## src/verilog/lfcc_pkg.sv

```systemverilog
// Constants, register map and carrier types for the low-frequency clock
// controller. Assumes a 100 MHz APB clock and 32-bit aligned registers.
package lfcc_pkg;

	// Clock rates and the derived low-frequency period in pclk cycles
	localparam int unsigned CLK_HZ         = 100_000_000; // APB clock
	localparam int unsigned LF_HZ          = 32_768;      // Slow clock
	localparam int unsigned LF_TICK_CYCLES = CLK_HZ / LF_HZ;

	// Register byte offsets
	localparam logic [11:0] OFS_HF_START   = 12'h000;
	localparam logic [11:0] OFS_HF_STOP    = 12'h004;
	localparam logic [11:0] OFS_LF_START   = 12'h008;
	localparam logic [11:0] OFS_LF_STOP    = 12'h00C;
	localparam logic [11:0] OFS_CAL        = 12'h010;
	localparam logic [11:0] OFS_CT_START   = 12'h014;
	localparam logic [11:0] OFS_CT_STOP    = 12'h018;
	localparam logic [11:0] OFS_EV_HF      = 12'h100;
	localparam logic [11:0] OFS_EV_LF      = 12'h104;
	localparam logic [11:0] OFS_EV_DONE    = 12'h10C;
	localparam logic [11:0] OFS_EV_TRIM_TIMER_EXPIRED_EVENT    = 12'h110;
	localparam logic [11:0] OFS_IRQ_SET    = 12'h304;
	localparam logic [11:0] OFS_IRQ_CLR    = 12'h308;
	localparam logic [11:0] OFS_HF_REQ     = 12'h408;
	localparam logic [11:0] OFS_HF_STAT    = 12'h40C;
	localparam logic [11:0] OFS_LF_REQ     = 12'h414;
	localparam logic [11:0] OFS_LF_STAT    = 12'h418;
	localparam logic [11:0] OFS_LF_SNAP    = 12'h41C;
	localparam logic [11:0] OFS_LF_SRC     = 12'h518;
	localparam logic [11:0] OFS_CT_IV      = 12'h538;

	// Event indices, shared by event flags and interrupt enable bits
	localparam int EV_HF   = 0;
	localparam int EV_LF   = 1;
	localparam int EV_DONE = 3;
	localparam int EV_TRIM_TIMER_EXPIRED_EVENT = 4;
	localparam int EV_N    = 5;

	// Field positions
	localparam int SRC_LSB      = 0;  // Source field, two bits
	localparam int BYPASS_BIT   = 16; // Rail-to-rail bypass
	localparam int EXTERNAL_BIT = 17; // External clock on crystal pin one
	localparam int STATE_BIT    = 16; // Running flag in status registers

	// Source encodings
	localparam logic [1:0] SRC_RC    = 2'h0;
	localparam logic [1:0] SRC_XTAL  = 2'h1;
	localparam logic [1:0] SRC_SYNTH = 2'h2;

	// Synchroniser depth and reset values
	localparam int          SYNC_STAGES = 3;
	localparam logic [31:0] RESET_WORD  = 32'h0000_0000;

	// Source selection carrier
	typedef struct packed {
		logic       external;
		logic       bypass;
		logic [1:0] src;
	} lfcc_src_t;

	localparam lfcc_src_t SRC_RESET = '{external: 1'b0, bypass: 1'b0,
		src: SRC_RC};

	// Slow clock controller states
	typedef enum logic [1:0] {
		LF_OFF,
		LF_STARTING,
		LF_RC_BRIDGE,
		LF_RUNNING
	} lfcc_lf_state_t;

endpackage : lfcc_pkg

```

## src/verilog/lfcc_lowfreq_clock_control.sv

```systemverilog
// Low-frequency clock controller: source select, start and stop, RC trim
// and the trim timer, all behind an APB slave.
// Assumes oscillator ready levels and the power-off level arrive
// asynchronously from analog cells; everything else runs on pclk.
//
// Decided for this implementation: the APB slave port.
`timescale 1ns/1ps
`default_nettype none

// How it works
// - Offer RC, crystal and synthesized sources.
// - Crystal start bridges on RC, then switches.
// - Started event once crystal runs.
// - Stop task stops the slow clock.
// - Power-off forces everything slow off.
// - Source defaults to RC after reset.
// - Trim task uses fast clock as reference.
// - Trim-done event when trimming ends.
// - Timer start and stop tasks.
// - Timer counts down, expires at zero, halts.
// - Source encodings and forbidden bit combinations.
// - External low-swing clock on pin one.
// - Rail-to-rail clock with bypass set.
// - Synthesized source keeps fast clock requested.
// - Start task snapshots the source selection.
// - Start-requested status separate from state.
// - Fast crystal start task and started event.
module lfcc_lowfreq_clock_control
	import lfcc_pkg::*;
#(
	parameter int CT_WIDTH  = 7,  // Trim timer interval width
	parameter int CAL_TICKS = 16  // Slow periods spent per trim run
) (
	// Clock and reset
	input  wire logic                pclk,
	input  wire logic                presetn,
	// APB slave
	input  wire logic                psel,
	input  wire logic                penable,
	input  wire logic                pwrite,
	input  wire logic [11:0]         paddr,
	input  wire logic [31:0]         pwdata,
	output var  logic [31:0]         prdata,
	output var  logic                pready,
	output var  logic                pslverr,
	// Analog status, asynchronous
	input  wire logic                rc_ready,
	input  wire logic                slow_xtal_ready,
	input  wire logic                fast_xtal_ready,
	input  wire logic                system_off,
	// Oscillator controls
	output var  logic                rc_enable,
	output var  logic                slow_xtal_enable,
	output var  logic                xtal_external,
	output var  logic                xtal_bypass,
	output var  logic                fast_xtal_enable,
	output var  logic                highfreq_request,
	output var  logic [1:0]          lowfreq_active_src,
	output var  logic                lowfreq_tick,
	// Interrupt
	output var  logic                irq
);

	// Parameter checks
	if (CT_WIDTH < 1 || CT_WIDTH > 32) begin : g_bad_ct
		$error("CT_WIDTH must lie in 1..32");
	end
	if (CAL_TICKS < 1 || CAL_TICKS > 255) begin : g_bad_cal
		$error("CAL_TICKS must lie in 1..255");
	end

	localparam int TICKW = $clog2(LF_TICK_CYCLES + 1);

	// Synchroniser chains; only stage two reads stage one
	logic [3:0]             pin_raw;
	logic [3:0]             sync_s1;
	logic [3:0]             sync_s2;
	logic [3:0]             sync_s3;
	logic [3:0]             pin_ok;      // Filtered levels
	assign pin_raw = {system_off, fast_xtal_ready, slow_xtal_ready, rc_ready};

	genvar gi;
	generate
		for (gi = 0; gi < 4; gi++) begin : g_sync
			// A change is taken once stages two and three agree
			always_ff @(posedge pclk or negedge presetn) begin
				if (!presetn) begin
					sync_s1[gi] <= 1'b0;
					sync_s2[gi] <= 1'b0;
					sync_s3[gi] <= 1'b0;
					pin_ok[gi]  <= 1'b0;
				end else begin
					sync_s1[gi] <= pin_raw[gi];
					sync_s2[gi] <= sync_s1[gi];
					sync_s3[gi] <= sync_s2[gi];
					if (sync_s2[gi] == sync_s3[gi]) begin
						pin_ok[gi] <= sync_s3[gi];
					end
				end
			end
		end
	endgenerate

	logic rc_ok, slow_ok, fast_ok, pwr_off;
	assign rc_ok   = pin_ok[0];
	assign slow_ok = pin_ok[1];
	assign fast_ok = pin_ok[2];
	assign pwr_off = pin_ok[3];

	// Bus decode; a write lands on the edge where pready is seen high
	logic access, wr, hit;
	assign access = psel & penable & pready;
	assign wr     = access & pwrite;

	logic t_hf_start, t_hf_stop, t_lf_start, t_lf_stop;
	logic t_cal, t_ct_start, t_ct_stop;
	// Task strobes: only a written one triggers
	assign t_hf_start = wr && paddr == OFS_HF_START && pwdata[0];
	assign t_hf_stop  = wr && paddr == OFS_HF_STOP  && pwdata[0];
	assign t_lf_start = wr && paddr == OFS_LF_START && pwdata[0];
	assign t_lf_stop  = wr && paddr == OFS_LF_STOP  && pwdata[0];
	assign t_cal      = wr && paddr == OFS_CAL      && pwdata[0];
	assign t_ct_start = wr && paddr == OFS_CT_START && pwdata[0];
	assign t_ct_stop  = wr && paddr == OFS_CT_STOP  && pwdata[0];

	// Registers and state
	lfcc_src_t              src_sel;     // Software selection
	lfcc_src_t              src_snap;    // Copy taken at start
	lfcc_lf_state_t         lf_state;
	logic                   lf_req;      // Start task seen
	logic                   hf_req;      // Fast start task seen
	logic                   hf_run;      // Fast crystal stable
	logic [EV_N-1:0]        ev_flag;
	logic [EV_N-1:0]        ev_set;
	logic [EV_N-1:0]        irq_mask;
	logic [CT_WIDTH-1:0]    ct_iv;
	logic [CT_WIDTH-1:0]    ct_count;
	logic                   ct_run;
	logic                   cal_busy;
	logic [7:0]             cal_left;
	logic [TICKW-1:0]       tick_cnt;

	// Slow-rate enable: one pulse per slow period from the divider
	always_ff @(posedge pclk or negedge presetn) begin
		if (!presetn) begin
			tick_cnt     <= '0;
			lowfreq_tick <= 1'b0;
		end else if (lf_state == LF_OFF) begin
			tick_cnt     <= '0;
			lowfreq_tick <= 1'b0;
		end else if (tick_cnt == TICKW'(LF_TICK_CYCLES - 1)) begin
			tick_cnt     <= '0;
			lowfreq_tick <= 1'b1;
		end else begin
			tick_cnt     <= tick_cnt + 1'b1;
			lowfreq_tick <= 1'b0;
		end
	end

	// Source selection; reset picks RC
	// Writes while running or forbidden combinations are dropped, which
	// keeps the oscillator controls in a legal pairing.
	logic      src_legal;
	lfcc_src_t src_new;
	assign src_new = '{external: pwdata[EXTERNAL_BIT],
		bypass: pwdata[BYPASS_BIT], src: pwdata[SRC_LSB+:2]};
	always_comb begin
		// Allowed table of source, external and bypass
		unique case (src_new.src)
			SRC_RC, SRC_SYNTH: src_legal = !src_new.external && !src_new.bypass;
			SRC_XTAL:          src_legal = src_new.external || !src_new.bypass;
			default:           src_legal = 1'b0;
		endcase
	end
	always_ff @(posedge pclk or negedge presetn) begin
		if (!presetn) begin
			src_sel <= SRC_RESET;
		end else if (wr && paddr == OFS_LF_SRC && src_legal &&
			lf_state == LF_OFF && !lf_req) begin
			src_sel <= src_new;
		end
	end

	// Snapshot and start-requested flag
	always_ff @(posedge pclk or negedge presetn) begin
		if (!presetn) begin
			src_snap <= SRC_RESET;
			lf_req   <= 1'b0;
		end else if (pwr_off) begin
			lf_req   <= 1'b0;
		end else if (t_lf_start) begin
			src_snap <= src_sel;
			lf_req   <= 1'b1;
		end else if (t_lf_stop && lf_state == LF_RUNNING) begin
			lf_req   <= 1'b0;
		end
	end

	// Slow clock controller
	// Stop is honoured only from the running state; earlier stops are
	// ignored.
	always_ff @(posedge pclk or negedge presetn) begin
		if (!presetn) begin
			lf_state <= LF_OFF;
		end else if (pwr_off) begin
			lf_state <= LF_OFF;
		end else begin
			unique case (lf_state)
				LF_OFF: begin
					if (t_lf_start) begin
						lf_state <= LF_STARTING;
					end
				end
				LF_STARTING: begin
					// Crystal case bridges on RC while it settles
					if (src_snap.src == SRC_XTAL && rc_ok) begin
						lf_state <= LF_RC_BRIDGE;
					end else if (src_snap.src == SRC_RC && rc_ok) begin
						lf_state <= LF_RUNNING;
					end else if (src_snap.src == SRC_SYNTH) begin
						lf_state <= LF_RUNNING;
					end
				end
				LF_RC_BRIDGE: begin
					if (slow_ok) begin
						lf_state <= LF_RUNNING;
					end
				end
				LF_RUNNING: begin
					if (t_lf_stop) begin
						lf_state <= LF_OFF;
					end
				end
			endcase
		end
	end

	// Oscillator controls follow the controller state
	logic lf_on;
	assign lf_on = lf_state != LF_OFF;
	always_ff @(posedge pclk or negedge presetn) begin
		if (!presetn) begin
			rc_enable          <= 1'b0;
			slow_xtal_enable   <= 1'b0;
			xtal_external      <= 1'b0;
			xtal_bypass        <= 1'b0;
			lowfreq_active_src <= SRC_RC;
		end else begin
			// RC also feeds the bridge while the crystal starts
			rc_enable <= lf_on && (src_snap.src == SRC_RC ||
				(src_snap.src == SRC_XTAL && lf_state != LF_RUNNING));
			slow_xtal_enable <= lf_on && src_snap.src == SRC_XTAL;
			// External swing modes on crystal pin one
			xtal_external <= lf_on && src_snap.src == SRC_XTAL &&
				src_snap.external;
			xtal_bypass   <= lf_on && src_snap.src == SRC_XTAL &&
				src_snap.external && src_snap.bypass;
			lowfreq_active_src <= (lf_state == LF_RUNNING) ? src_snap.src
				: SRC_RC;
		end
	end

	// Fast crystal start and stop
	always_ff @(posedge pclk or negedge presetn) begin
		if (!presetn) begin
			hf_req <= 1'b0;
			hf_run <= 1'b0;
		end else begin
			if (pwr_off || t_hf_stop) begin
				hf_req <= 1'b0;
			end else if (t_hf_start) begin
				hf_req <= 1'b1;
			end
			hf_run <= hf_req && fast_ok;
		end
	end

	// Fast clock demand; crystal enable is registered from the request
	// so it too comes straight from a flip-flop.
	always_ff @(posedge pclk or negedge presetn) begin
		if (!presetn) begin
			fast_xtal_enable <= 1'b0;
			highfreq_request <= 1'b0;
		end else begin
			fast_xtal_enable <= hf_req;
			// Synth keeps the fast clock asked for
			highfreq_request <= hf_req || cal_busy ||
				(lf_on && src_snap.src == SRC_SYNTH);
		end
	end

	// RC trimming: runs CAL_TICKS slow periods against the fast clock.
	// It assumes the fast crystal is already running and that RC stays
	// up meanwhile; the start checks only for a running RC source, never the fast crystal.
	logic cal_done;
	assign cal_done = cal_busy && lowfreq_tick && cal_left == 8'h01;
	always_ff @(posedge pclk or negedge presetn) begin
		if (!presetn) begin
			cal_busy <= 1'b0;
			cal_left <= 8'h00;
		end else if (pwr_off) begin
			cal_busy <= 1'b0;
		end else if (t_cal && !cal_busy && lf_state == LF_RUNNING &&
			src_snap.src == SRC_RC) begin
			cal_busy <= 1'b1;
			cal_left <= 8'(CAL_TICKS);
		end else if (cal_done) begin
			cal_busy <= 1'b0;
		end else if (cal_busy && lowfreq_tick) begin
			cal_left <= cal_left - 8'h01;
		end
	end

	// Trim timer counts slow periods down to zero
	// Tasks closer than one slow period may be merged; software paces
	// them.
	logic ct_expire;
	assign ct_expire = ct_run && lowfreq_tick && ct_count <= CT_WIDTH'(1);
	always_ff @(posedge pclk or negedge presetn) begin
		if (!presetn) begin
			ct_run   <= 1'b0;
			ct_count <= '0;
		end else if (pwr_off || t_ct_stop) begin
			ct_run   <= 1'b0;
		end else if (t_ct_start) begin
			ct_run   <= 1'b1;
			ct_count <= ct_iv;
		end else if (ct_expire) begin
			ct_run   <= 1'b0;
			ct_count <= '0;
		end else if (ct_run && lowfreq_tick) begin
			ct_count <= ct_count - 1'b1;
		end
	end

	// Interval register, retained across stops
	always_ff @(posedge pclk or negedge presetn) begin
		if (!presetn) begin
			ct_iv <= '0;
		end else if (wr && paddr == OFS_CT_IV) begin
			ct_iv <= pwdata[CT_WIDTH-1:0];
		end
	end

	// Event sources
	logic lf_started;
	assign lf_started = lf_state != LF_RUNNING && !pwr_off &&
		((lf_state == LF_STARTING && (src_snap.src == SRC_SYNTH ||
		(src_snap.src == SRC_RC && rc_ok))) ||
		(lf_state == LF_RC_BRIDGE && slow_ok));
	always_comb begin
		ev_set          = '0;
		ev_set[EV_HF]   = hf_req && fast_ok && !hf_run;
		ev_set[EV_LF]   = lf_started;
		ev_set[EV_DONE] = cal_done;
		ev_set[EV_TRIM_TIMER_EXPIRED_EVENT] = ct_expire;
	end

	// Event flags: a set in the clearing cycle wins
	generate
		for (gi = 0; gi < EV_N; gi++) begin : g_ev
			logic [11:0] ev_addr;
			assign ev_addr = OFS_EV_HF + 12'(4 * gi);
			always_ff @(posedge pclk or negedge presetn) begin
				if (!presetn) begin
					ev_flag[gi] <= 1'b0;
				end else if (ev_set[gi]) begin
					ev_flag[gi] <= 1'b1;
				end else if (wr && paddr == ev_addr && !pwdata[0]) begin
					ev_flag[gi] <= 1'b0;
				end
			end
		end
	endgenerate

	// Interrupt enables and output
	always_ff @(posedge pclk or negedge presetn) begin
		if (!presetn) begin
			irq_mask <= '0;
			irq      <= 1'b0;
		end else begin
			if (wr && paddr == OFS_IRQ_SET) begin
				irq_mask <= irq_mask | pwdata[EV_N-1:0];
			end else if (wr && paddr == OFS_IRQ_CLR) begin
				irq_mask <= irq_mask & ~pwdata[EV_N-1:0];
			end
			irq <= |(ev_flag & irq_mask);
		end
	end

	// Read mux for the current address
	logic [31:0] rd_word;
	always_comb begin
		rd_word = RESET_WORD;
		hit     = 1'b1;
		unique case (paddr)
			OFS_HF_START, OFS_HF_STOP, OFS_LF_START, OFS_LF_STOP,
			OFS_CAL, OFS_CT_START, OFS_CT_STOP: rd_word = RESET_WORD;
			OFS_EV_HF:   rd_word[0] = ev_flag[EV_HF];
			OFS_EV_LF:   rd_word[0] = ev_flag[EV_LF];
			OFS_EV_DONE: rd_word[0] = ev_flag[EV_DONE];
			OFS_EV_TRIM_TIMER_EXPIRED_EVENT: rd_word[0] = ev_flag[EV_TRIM_TIMER_EXPIRED_EVENT];
			OFS_IRQ_SET, OFS_IRQ_CLR: rd_word[EV_N-1:0] = irq_mask;
			OFS_HF_REQ:  rd_word[0] = hf_req;
			OFS_HF_STAT: begin
				rd_word[0]         = hf_run;
				rd_word[STATE_BIT] = hf_run;
			end
			OFS_LF_REQ:  rd_word[0] = lf_req;
			OFS_LF_STAT: begin
				rd_word[SRC_LSB+:2] = lowfreq_active_src;
				rd_word[STATE_BIT]  = lf_state == LF_RUNNING;
			end
			OFS_LF_SNAP: begin
				rd_word[SRC_LSB+:2]   = src_snap.src;
				rd_word[BYPASS_BIT]   = src_snap.bypass;
				rd_word[EXTERNAL_BIT] = src_snap.external;
			end
			OFS_LF_SRC: begin
				rd_word[SRC_LSB+:2]   = src_sel.src;
				rd_word[BYPASS_BIT]   = src_sel.bypass;
				rd_word[EXTERNAL_BIT] = src_sel.external;
			end
			OFS_CT_IV:   rd_word[CT_WIDTH-1:0] = ct_iv;
			default:     hit = 1'b0;
		endcase
	end

	// APB answer: one wait state so that every output is registered
	always_ff @(posedge pclk or negedge presetn) begin
		if (!presetn) begin
			pready  <= 1'b0;
			pslverr <= 1'b0;
			prdata  <= RESET_WORD;
		end else if (psel && penable && !pready) begin
			pready  <= 1'b1;
			pslverr <= !hit || paddr[1:0] != 2'h0;
			prdata  <= (hit && !pwrite) ? rd_word : RESET_WORD;
		end else begin
			pready  <= 1'b0;
			pslverr <= 1'b0;
		end
	end

	// Checks
	property p_pwr_off;
		@(posedge pclk) disable iff (!presetn)
		pwr_off |=> lf_state == LF_OFF && !cal_busy && !ct_run;
	endproperty
	a_pwr_off: assert property (p_pwr_off)
		else $error("power-off left the slow domain active");

	property p_snap;
		@(posedge pclk) disable iff (!presetn)
		t_lf_start && !pwr_off |=> src_snap == $past(src_sel) && lf_req;
	endproperty
	a_snap: assert property (p_snap)
		else $error("start did not capture the source selection");

	property p_done;
		@(posedge pclk) disable iff (!presetn)
		cal_done |=> ev_flag[EV_DONE] && !cal_busy
		##1 (irq || !$past(irq_mask[EV_DONE]));
	endproperty
	a_done: assert property (p_done)
		else $error("trim end did not raise its event");

	property p_trim_timer_expired_event;
		@(posedge pclk) disable iff (!presetn)
		ct_expire && !pwr_off && !t_ct_stop && !t_ct_start
		|=> ev_flag[EV_TRIM_TIMER_EXPIRED_EVENT] && !ct_run && ct_count == '0;
	endproperty
	a_trim_timer_expired_event: assert property (p_trim_timer_expired_event)
		else $error("timer did not expire and halt at zero");

	property p_bridge;
		@(posedge pclk) disable iff (!presetn)
		lf_state == LF_RC_BRIDGE |=> rc_enable && slow_xtal_enable;
	endproperty
	a_bridge: assert property (p_bridge)
		else $error("crystal start not bridged on RC");

	property p_synth;
		@(posedge pclk) disable iff (!presetn)
		lf_state == LF_RUNNING && src_snap.src == SRC_SYNTH
		|=> highfreq_request;
	endproperty
	a_synth: assert property (p_synth)
		else $error("synthesized source dropped the fast clock");

	property p_stop;
		@(posedge pclk) disable iff (!presetn)
		t_lf_stop && lf_state == LF_RUNNING && !pwr_off
		|=> lf_state == LF_OFF ##1 !rc_enable && !slow_xtal_enable;
	endproperty
	a_stop: assert property (p_stop)
		else $error("stop task did not halt the slow clock");

	property p_src_legal;
		@(posedge pclk) disable iff (!presetn)
		!(src_sel.src != SRC_XTAL && (src_sel.external || src_sel.bypass))
		&& !(src_sel.bypass && !src_sel.external) && src_sel.src != 2'h3;
	endproperty
	a_src_legal: assert property (p_src_legal)
		else $error("forbidden source combination stored");

	property p_irq;
		@(posedge pclk) disable iff (!presetn)
		$rose(ev_flag[EV_LF]) && irq_mask[EV_LF] |=> irq;
	endproperty
	a_irq: assert property (p_irq)
		else $error("enabled event did not raise the interrupt");

endmodule : lfcc_lowfreq_clock_control

`default_nettype wire

```

## config.mk

```make
export PLATFORM = sky130hd
export DESIGN_NAME = lfcc_lowfreq_clock_control
export DESIGN_NICKNAME = d
export VERILOG_FILES = /design/src/verilog/lfcc_pkg.sv /design/src/verilog/lfcc_lowfreq_clock_control.sv
export SDC_FILE = /design/constraint.sdc
export NUM_CORES = 1
export LEC_CHECK = 0
export CAP_MARGIN = 20
export CORE_ASPECT_RATIO = 1.25
export CORE_UTILIZATION = 36
export CTS_CLUSTER_SIZE = 10
export DETAILED_ROUTE_END_ITERATION = 16
export DONT_BUFFER_PORTS = 1
export PLACE_DENSITY = 0.59
export SLEW_MARGIN = 10
export SYNTH_ARGS = -nofsm -noshare
export SYNTH_HDL_FRONTEND = slang
export SYNTH_SLANG_ARGS = --single-unit
```

## constraint.sdc

```tcl
create_clock -name pclk -period 2.6 [get_ports pclk]
set_input_delay 0.26 -clock pclk [delete_from_list [all_inputs] [get_ports pclk]]
set_output_delay 0.26 -clock pclk [all_outputs]
set_load 0.005 [all_outputs]
```

==> impl_results.md, run 1 <==
- Area Growth Syn to Fin: 10.5%
- Status: finished clean
- Multi-input gate area: between 0.002 and 0.0025 mm2
- Number of fill cells in the layout: 1,303
- CP Buf/Inv Count: 0
- Sequential element share of the synthesized area: 0.479
- Post-synth EDFFs: 0
- Cells along the critical path: nand4_1, or4_1, o21ai_1, o221ai_1, a22o_1
- Vias per inst: 5.41
- Ant diodes: 0
- Clk_lat worst skew: 0.34 ns
- Syn avg cell area: about 10 um2
- I/O pin cnt: 97
- Initial antenna violation count: 0
- Crit path from: pready
- Register area: 0.00238 mm2
- Root Buffer: clkbuf_16
- Row count: 47
- CTS max path bufs: 2
- Crit path max-delay family: simple AND/OR/NAND/NOR gates
- Endpoints failing setup: 0
- Die span in x: 107 um
- Final Hold Vio Count: 0
- Slowest cell delay on critical path: 0.62 ns
- Synthesized area: 0.00496 mm2
- Max IR drop VDD: 0.000279 V
- Maximum clock rate: 435 MHz
- Flops & latches, synth: between 90 and 100
- H-tree depth: 3
- Power per standard cell area: 591 mW/mm2
- Worst Path Max Fanout: 5
- Total GRT Usage: 0.167
- Largest area contributor in the netlist: dfrtp_1
- CORE AREA: 0.0133 mm2
- Post-synth cell types: 66
- Total negative setup slack: 0 ns
- Crit path time final: 2.30 ns
- Iteration-0 DRC Markers: 261
- # clock sinks: 95
- GPL Wtd Cong: a little over 0.8
- Layout Cells excl Fill: 659
- Most area-consuming cells after synthesis: dfrtp_1 (48%), buf_4 (3.5%), mux2_2 (2.9%), nor2_1 (2.9%), ha_1 (2.8%)
- Drt first pass iters: 4
- Setup Buffers After CTS: 0
- Largest net degree at the start of global routing: 96
- Worst Hold Class: input port to flop
- GR Overflow Total: 0
- Synthesized instance count: 476
- Starting Density: 0.372
- Crit Path Class: flop to flop
- Primary FF master, synth: dfrtp_1
- Ys Warns: 0
- Hold buffers post-CTS: 7
- RSZ-0062 raised after global routing: no
- Post-CTS sizing: 0
- Critical Path Slowest Stage Cell: or4_1
- Clock slew at reported path FFs: 0.07 ns
- First-pass GRT wire length: ~18,000 um
- Final Max Tran Viols: 0
- Share of cells above drive strength 1: 0.123
- # port buffers: 0
- Crit share post-route: 0.883
- Vias: between 3,000 and 4,000
- Final wirelength: 11,100 um
- Wire length per cell: 16.9 um
- Worst hold start: pwdata[2]
- CTS Buf Count: 9
- Crit end category: flop
- HPWL Detailed: 8390 um
- MaxCap Viol Count: 0
- Pwr Total: 3.24 mW
- RR Startpoint: pready
- Final Instance Area: 0.00549 mm2
- Slew @ Worst Pin: 0.791 ns
- CP startpoint kind: flop
- Vias in the first global route: about 3,600
- DIE AREA: 0.0143 mm2
- Placed insts: 637
- Residual DRC count: 0
- Async set-reset flop share out of synthesis: 1.00
- Antenna Violating Nets Remaining: 0
- Rel. slew slack: 0.466
- Area fraction of the dominant cell type after synthesis: 0.479
- TritonCTS clock tree: yes
- Worst EP arrival: 2.53 ns
- Final Skew: 0.00531 ns
- Area post-placement: roughly 0.005 mm2
- Worst Path Required: 2.83 ns
- Die H: roughly 130 um
- Final net count: between 500 and 600
- Static Leak: 2.27 nW
==> metal layers <==
| metal | global-route usage | wire, um | vias up |
|---|---|---|---|
| li1 | - | - | 1696 |
| met1 | 0.201 | 4690 | 1744 |
| met2 | 0.278 | 5470 | 105 |
| met3 | 0.0391 | 626 | 20 |
| met4 | 0.0860 | 362 | 0 |
| met5 | 0 | 0 | - |
==> worst register-to-register path, cell delays in order, from the launching register on <==
cell	delay (ns)
dfrtp_1	0.42
nand4_1	0.27
or4_1	0.63
o21ai_1	0.40
o221ai_1	0.20
a22o_1	0.28
==> placed cells by master (no fill, tap or decap), drive strengths merged, types with 8 or more instances in the layout <==
| cell type | synthesis | final |
|---|---|---|
| dfrtp | 95 | 95 |
| nor2 | 39 | 39 |
| nand2 | 29 | 29 |
| conb | 1 | 23 |
| nand3 | 22 | 22 |
| o21ai | 19 | 19 |
| inv | 17 | 18 |
| mux2 | 17 | 17 |
| nor3 | 15 | 15 |
| a21oi | 11 | 11 |
| ha | 11 | 11 |
| nor4 | 11 | 11 |
| xor2 | 10 | 10 |
| clkbuf | 10 | 10 |
| and2 | 9 | 9 |
| xnor2 | 8 | 8 |
| a22oi | 8 | 8 |
| buf | 29 | 8 |
==> path summary, 6_finish.rpt <==
kind                                to  slack [ns]  cells after the start
max                        ct_count[4]        0.30                      5
min                               flop        0.05                      1
max reg2reg                ct_count[4]        0.30                      5
min reg2reg                 sync_s2[0]        0.35                      0
max in group asynchronous    async pin        1.73                      2
min in group asynchronous  cal_left[3]        0.46                      2
==> cell usage after synthesis, drive strengths merged, types with 10 or more instances <==
master,instances
mux2,17
ha,11
nand3,22
inv,17
nor2,39
dfrtp,95
nor3,15
a21oi,11
nand2,29
o21ai,19
xor2,10
nor4,11
buf,29
clkbuf,10
==> stage by stage <==
stage	hold slack [ns]	worst slack, ns	utilization
finish	0.0492	0.304	0.411
floorplan	-0.0356	0.482	-
detailed placement	-0.0294	0.322	0.379
global placement	-0.0294	0.374	0.379
CTS	0.0390	0.304	0.411
global route	0.0475	0.166	0.411
==> where the power goes <==
group / total [mW] / internal [mW] / switching (mW)
sequential: 1.54 / 1.51 / 0.0275
clock: 1.49 / 0.938 / 0.552
combinational: 0.215 / 0.0761 / 0.139
total: 3.24 / 2.53 / 0.718
==> flip-flops by register name (all words and copies together), names as in the netlist, 2 cells and up, named ones only <==
name	cells
sync_s3	4
prdata	9
ct_count	7
sync_s1	4
lowfreq_active_src	2
cal_left	8
src_sel	4
ct_iv	7
src_snap	4
lf_state	2
ev_flag	4
sync_s2	4
tick_cnt	12
==> cells by family after synthesis <==
group,synth area share
and+or+nand+nor,0.205
DFF,0.479
AOI/OAI and AO/OA,0.130
buffers and inverters,0.0635
muxes,0.0537
xor gates and xnor gates,0.0318
adders and majority gates,0.0358
other,0.000755
==> cell type report <==
class,instances,share of cell area
multi-input cells,347,0.429
clock buffers,10,0.0417
clock inverters,5,0.0194
well taps,171,0.0390
flip-flops and latches,95,0.433
inverters,17,0.0116
repair buffers,14,0.0255
Power figures use the tool's default switching activity.
==> run 2: changes to the inputs <==
Settings changed: CORE_ASPECT_RATIO 1.25 to default, SLEW_MARGIN 10 to default.
Clock period 2.6 ns to 2.4 ns, I/O delays scaled along.
==> run 2 against run 1 <==
Net effect:
- the flow now finishes with violations (negative hold slack)
- clock-buffer cell count up 2
- via count up 1.2%
- global-route usage is 0.61 points higher
- core utilization shrank 0.16 points
- largest cell class unchanged
==> impl_results.md, run 2 (synthesis gave the netlist of run 1 again) <==
- # clock sinks: 95 (unchanged)
- Clock slew at reported path FFs: 0.06 ns (was 0.07 ns)
- Most frequent cells in the layout: dfrtp_1 (95), nor2_1 (39), nand2_1 (29), conb_1 (23), nand3_1 (22) (unchanged)
- Placed insts: 648 (was 637)
- Worst hold slack: -0.418 ns (was 0.0492 ns)
- Ant diodes: 0 (unchanged)
- CORE AREA: 0.0133 mm2 (about the same)
- Area Growth Syn to Fin: 10.0% (was 10.5%)
- Post-route setup slack: 0.201 ns (was 0.304 ns)
- I/O pin cnt: 97 (unchanged)
- Psw: 0.754 mW (was 0.718 mW)
- Final Skew: 0.00722 ns (was 0.00531 ns)
- Combinational Power Share: 0.060 (was 0.066)
- R2r endpoint: ct_count[4] (unchanged)
- Total negative setup slack: 0 ns (unchanged)
- Power per standard cell area: 609 mW/mm2 (was 591 mW/mm2)
- Crit path time final: 2.20 ns (was 2.30 ns)
- Final Max Tran Viols: 0 (unchanged)
- RSZ-0062 raised after global routing: no (unchanged)
- HPWL Detailed: 8300 um (was 8390 um)
- Die span in x: 119 um (was 107 um)
- Antenna Violating Nets Remaining: 0 (unchanged)
- R2R Setup Slk: 0.20 ns (was 0.30 ns)
- Post-CTS sizing: 0 (unchanged)
- Worst Path Max Fanout: 5 (unchanged)
- Max reg flops: 12 (unchanged)
- Worst slack at placement: 0.223 ns (was 0.322 ns)
- Register area: 0.00238 mm2 (unchanged)
- H-tree depth: 3 (unchanged)
- Vias per inst: 5.40 (was 5.41)
- CP startpoint kind: flop (unchanged)
- Final net count: 552 (was 548)
- Row count: 42 (was 47)
- CTS max path bufs: 2 (unchanged)
- Residual DRC count: 0 (unchanged)
- Die H: 119 um (was 133 um)
- Reg2Reg Depth: 5 (unchanged)
- Clk_lat worst skew: 0.35 ns (was 0.34 ns)
- Top flop regs: tick_cnt x12, prdata x9, cal_left x8 (unchanged)
- Worst EP arrival: 2.44 ns (was 2.53 ns)
- MaxCap Viol Count: 0 (unchanged)
- TritonCTS clock tree: yes (unchanged)
- Crit share post-route: 0.916 (was 0.883)
- Multi-input gate area: 0.00235 mm2 (unchanged)
- Reg with most FFs: tick_cnt (unchanged)
- Hold buffers post-CTS: 5 (was 7)
- Static Leak: 2.27 nW (about the same)
- RR Startpoint: pready (unchanged)
- First-pass GRT wire length: 19,000 um (was 18,500 um)
- Final wirelength: 11,500 um (was 11,100 um)
- Switching Fraction: 0.226 (was 0.221)
- Status: finished, violations left (was finished clean)
- Crit Path Class: flop to flop (unchanged)
- Final Hold Vio Count: 95 (was 0)
- Worst Hold Class: input port to async pin (was input port to flop)
- Total GRT Usage: 0.173 (was 0.167)
- Root Buffer: clkbuf_16 (unchanged)
- Maximum clock rate: 455 MHz (was 435 MHz)
- Clk pwr share: 0.440 (was 0.459)
- Most common cell after layout, fill and taps aside: dfrtp_1 (unchanged)
- GPL Wtd Cong: 0.888 (was 0.829)
- Failing checks: negative hold slack
- Largest net degree at the start of global routing: 96 (unchanged)
- Crit end category: flop (unchanged)
- Iteration-0 DRC Markers: 287 (was 261)
- Max IR drop VDD: 0.000380 V (was 0.000279 V)
- Rel. slew slack: 0.517 (was 0.466)
- Drt first pass iters: 5 (was 4)
- Vias: 3,609 (was 3,565)
- Layout Cells excl Fill: 668 (was 659)
- Slew @ Worst Pin: 0.725 ns (was 0.791 ns)
- Vias in the first global route: 3,558 (was 3,636)
- Starting Density: 0.372 (about the same)
- DIE AREA: 0.0143 mm2 (about the same)
- # port buffers: 0 (unchanged)
- Initial antenna violation count: 0 (unchanged)
- Flop pwr share: 0.500 (was 0.474)
- GR Overflow Total: 0 (unchanged)
- Share of cells above drive strength 1: 0.132 (was 0.123)
- Endpoints failing setup: 0 (unchanged)
- Wire length per cell: 17.2 um (was 16.9 um)
- Setup Buffers After CTS: 0 (unchanged)
- CTS Buf Count: 9 (unchanged)
- Worst Path Required: 2.64 ns (was 2.83 ns)
- Final core utilization: 0.409 (was 0.411)
- Number of fill cells in the layout: 1,301 (was 1,303)
- Pint: 2.57 mW (was 2.53 mW)
==> run 2: through the flow <==
stage	area [um2]	total power, mW
after global routing	5460	3.46
after global placement	5110	1.88
after CTS	5460	3.37
after floorplan	5050	1.88
after detailed placement	5110	1.89
final	5460	3.33
==> run 2: worst max-delay path, stage by stage (launching register included) <==
cell,delay (ns)
dfrtp_1,0.41
nand4_1,0.21
or4_1,0.61
o21ai_1,0.40
o221ai_1,0.19
a22o_1,0.28
==> run 2: how the worst max path moves through the flow <==
stage | endpoint | slack, ns | startpoint | cells after the start
finish | ct_count[4] | 0.20 | pready | 5
floorplan | src_snap[0] | 0.30 | paddr[8] | 6
global placement | ct_count[0] | 0.24 | paddr[1] | 5
CTS | ct_count[4] | 0.22 | pready | 5
detailed placement | ct_count[4] | 0.22 | pready | 5
global route | ct_count[4] | 0.05 | ct_count[1] | 7
==> run 2: routing by layer <==
layer  vias to the layer above  global-route usage  routed length, um
li1                       1705                   -                  -
met1                      1770               0.234               5200
met2                       120               0.261               5280
met3                        14              0.0570                819
met4                         0              0.0586                192
met5                         -                   0                  0
==> run 2: power groups by stage <==
| stage | Clock [mW] | Sequential [mW] | Combinational, mW |
|---|---|---|---|
| 2_1_floorplan | 0 | 1.69 | 0.191 |
| 5_1_grt | 1.56 | 1.67 | 0.228 |
| 3_5_place_dp | 0 | 1.70 | 0.194 |
| 4_1_cts | 1.51 | 1.67 | 0.200 |
| 6_report | 1.46 | 1.66 | 0.200 |
| 3_3_place_gp | 0 | 1.69 | 0.190 |
==> run 2: layout make-up <==
class / count / area share
flip-flops and latches: 95 / 0.435
inverters: 17 / 0.0117
multi-input cells: 347 / 0.431
repair buffers: 18 / 0.0270
clock buffers: 12 / 0.0470
clock inverters: 3 / 0.00779
well taps: 176 / 0.0403
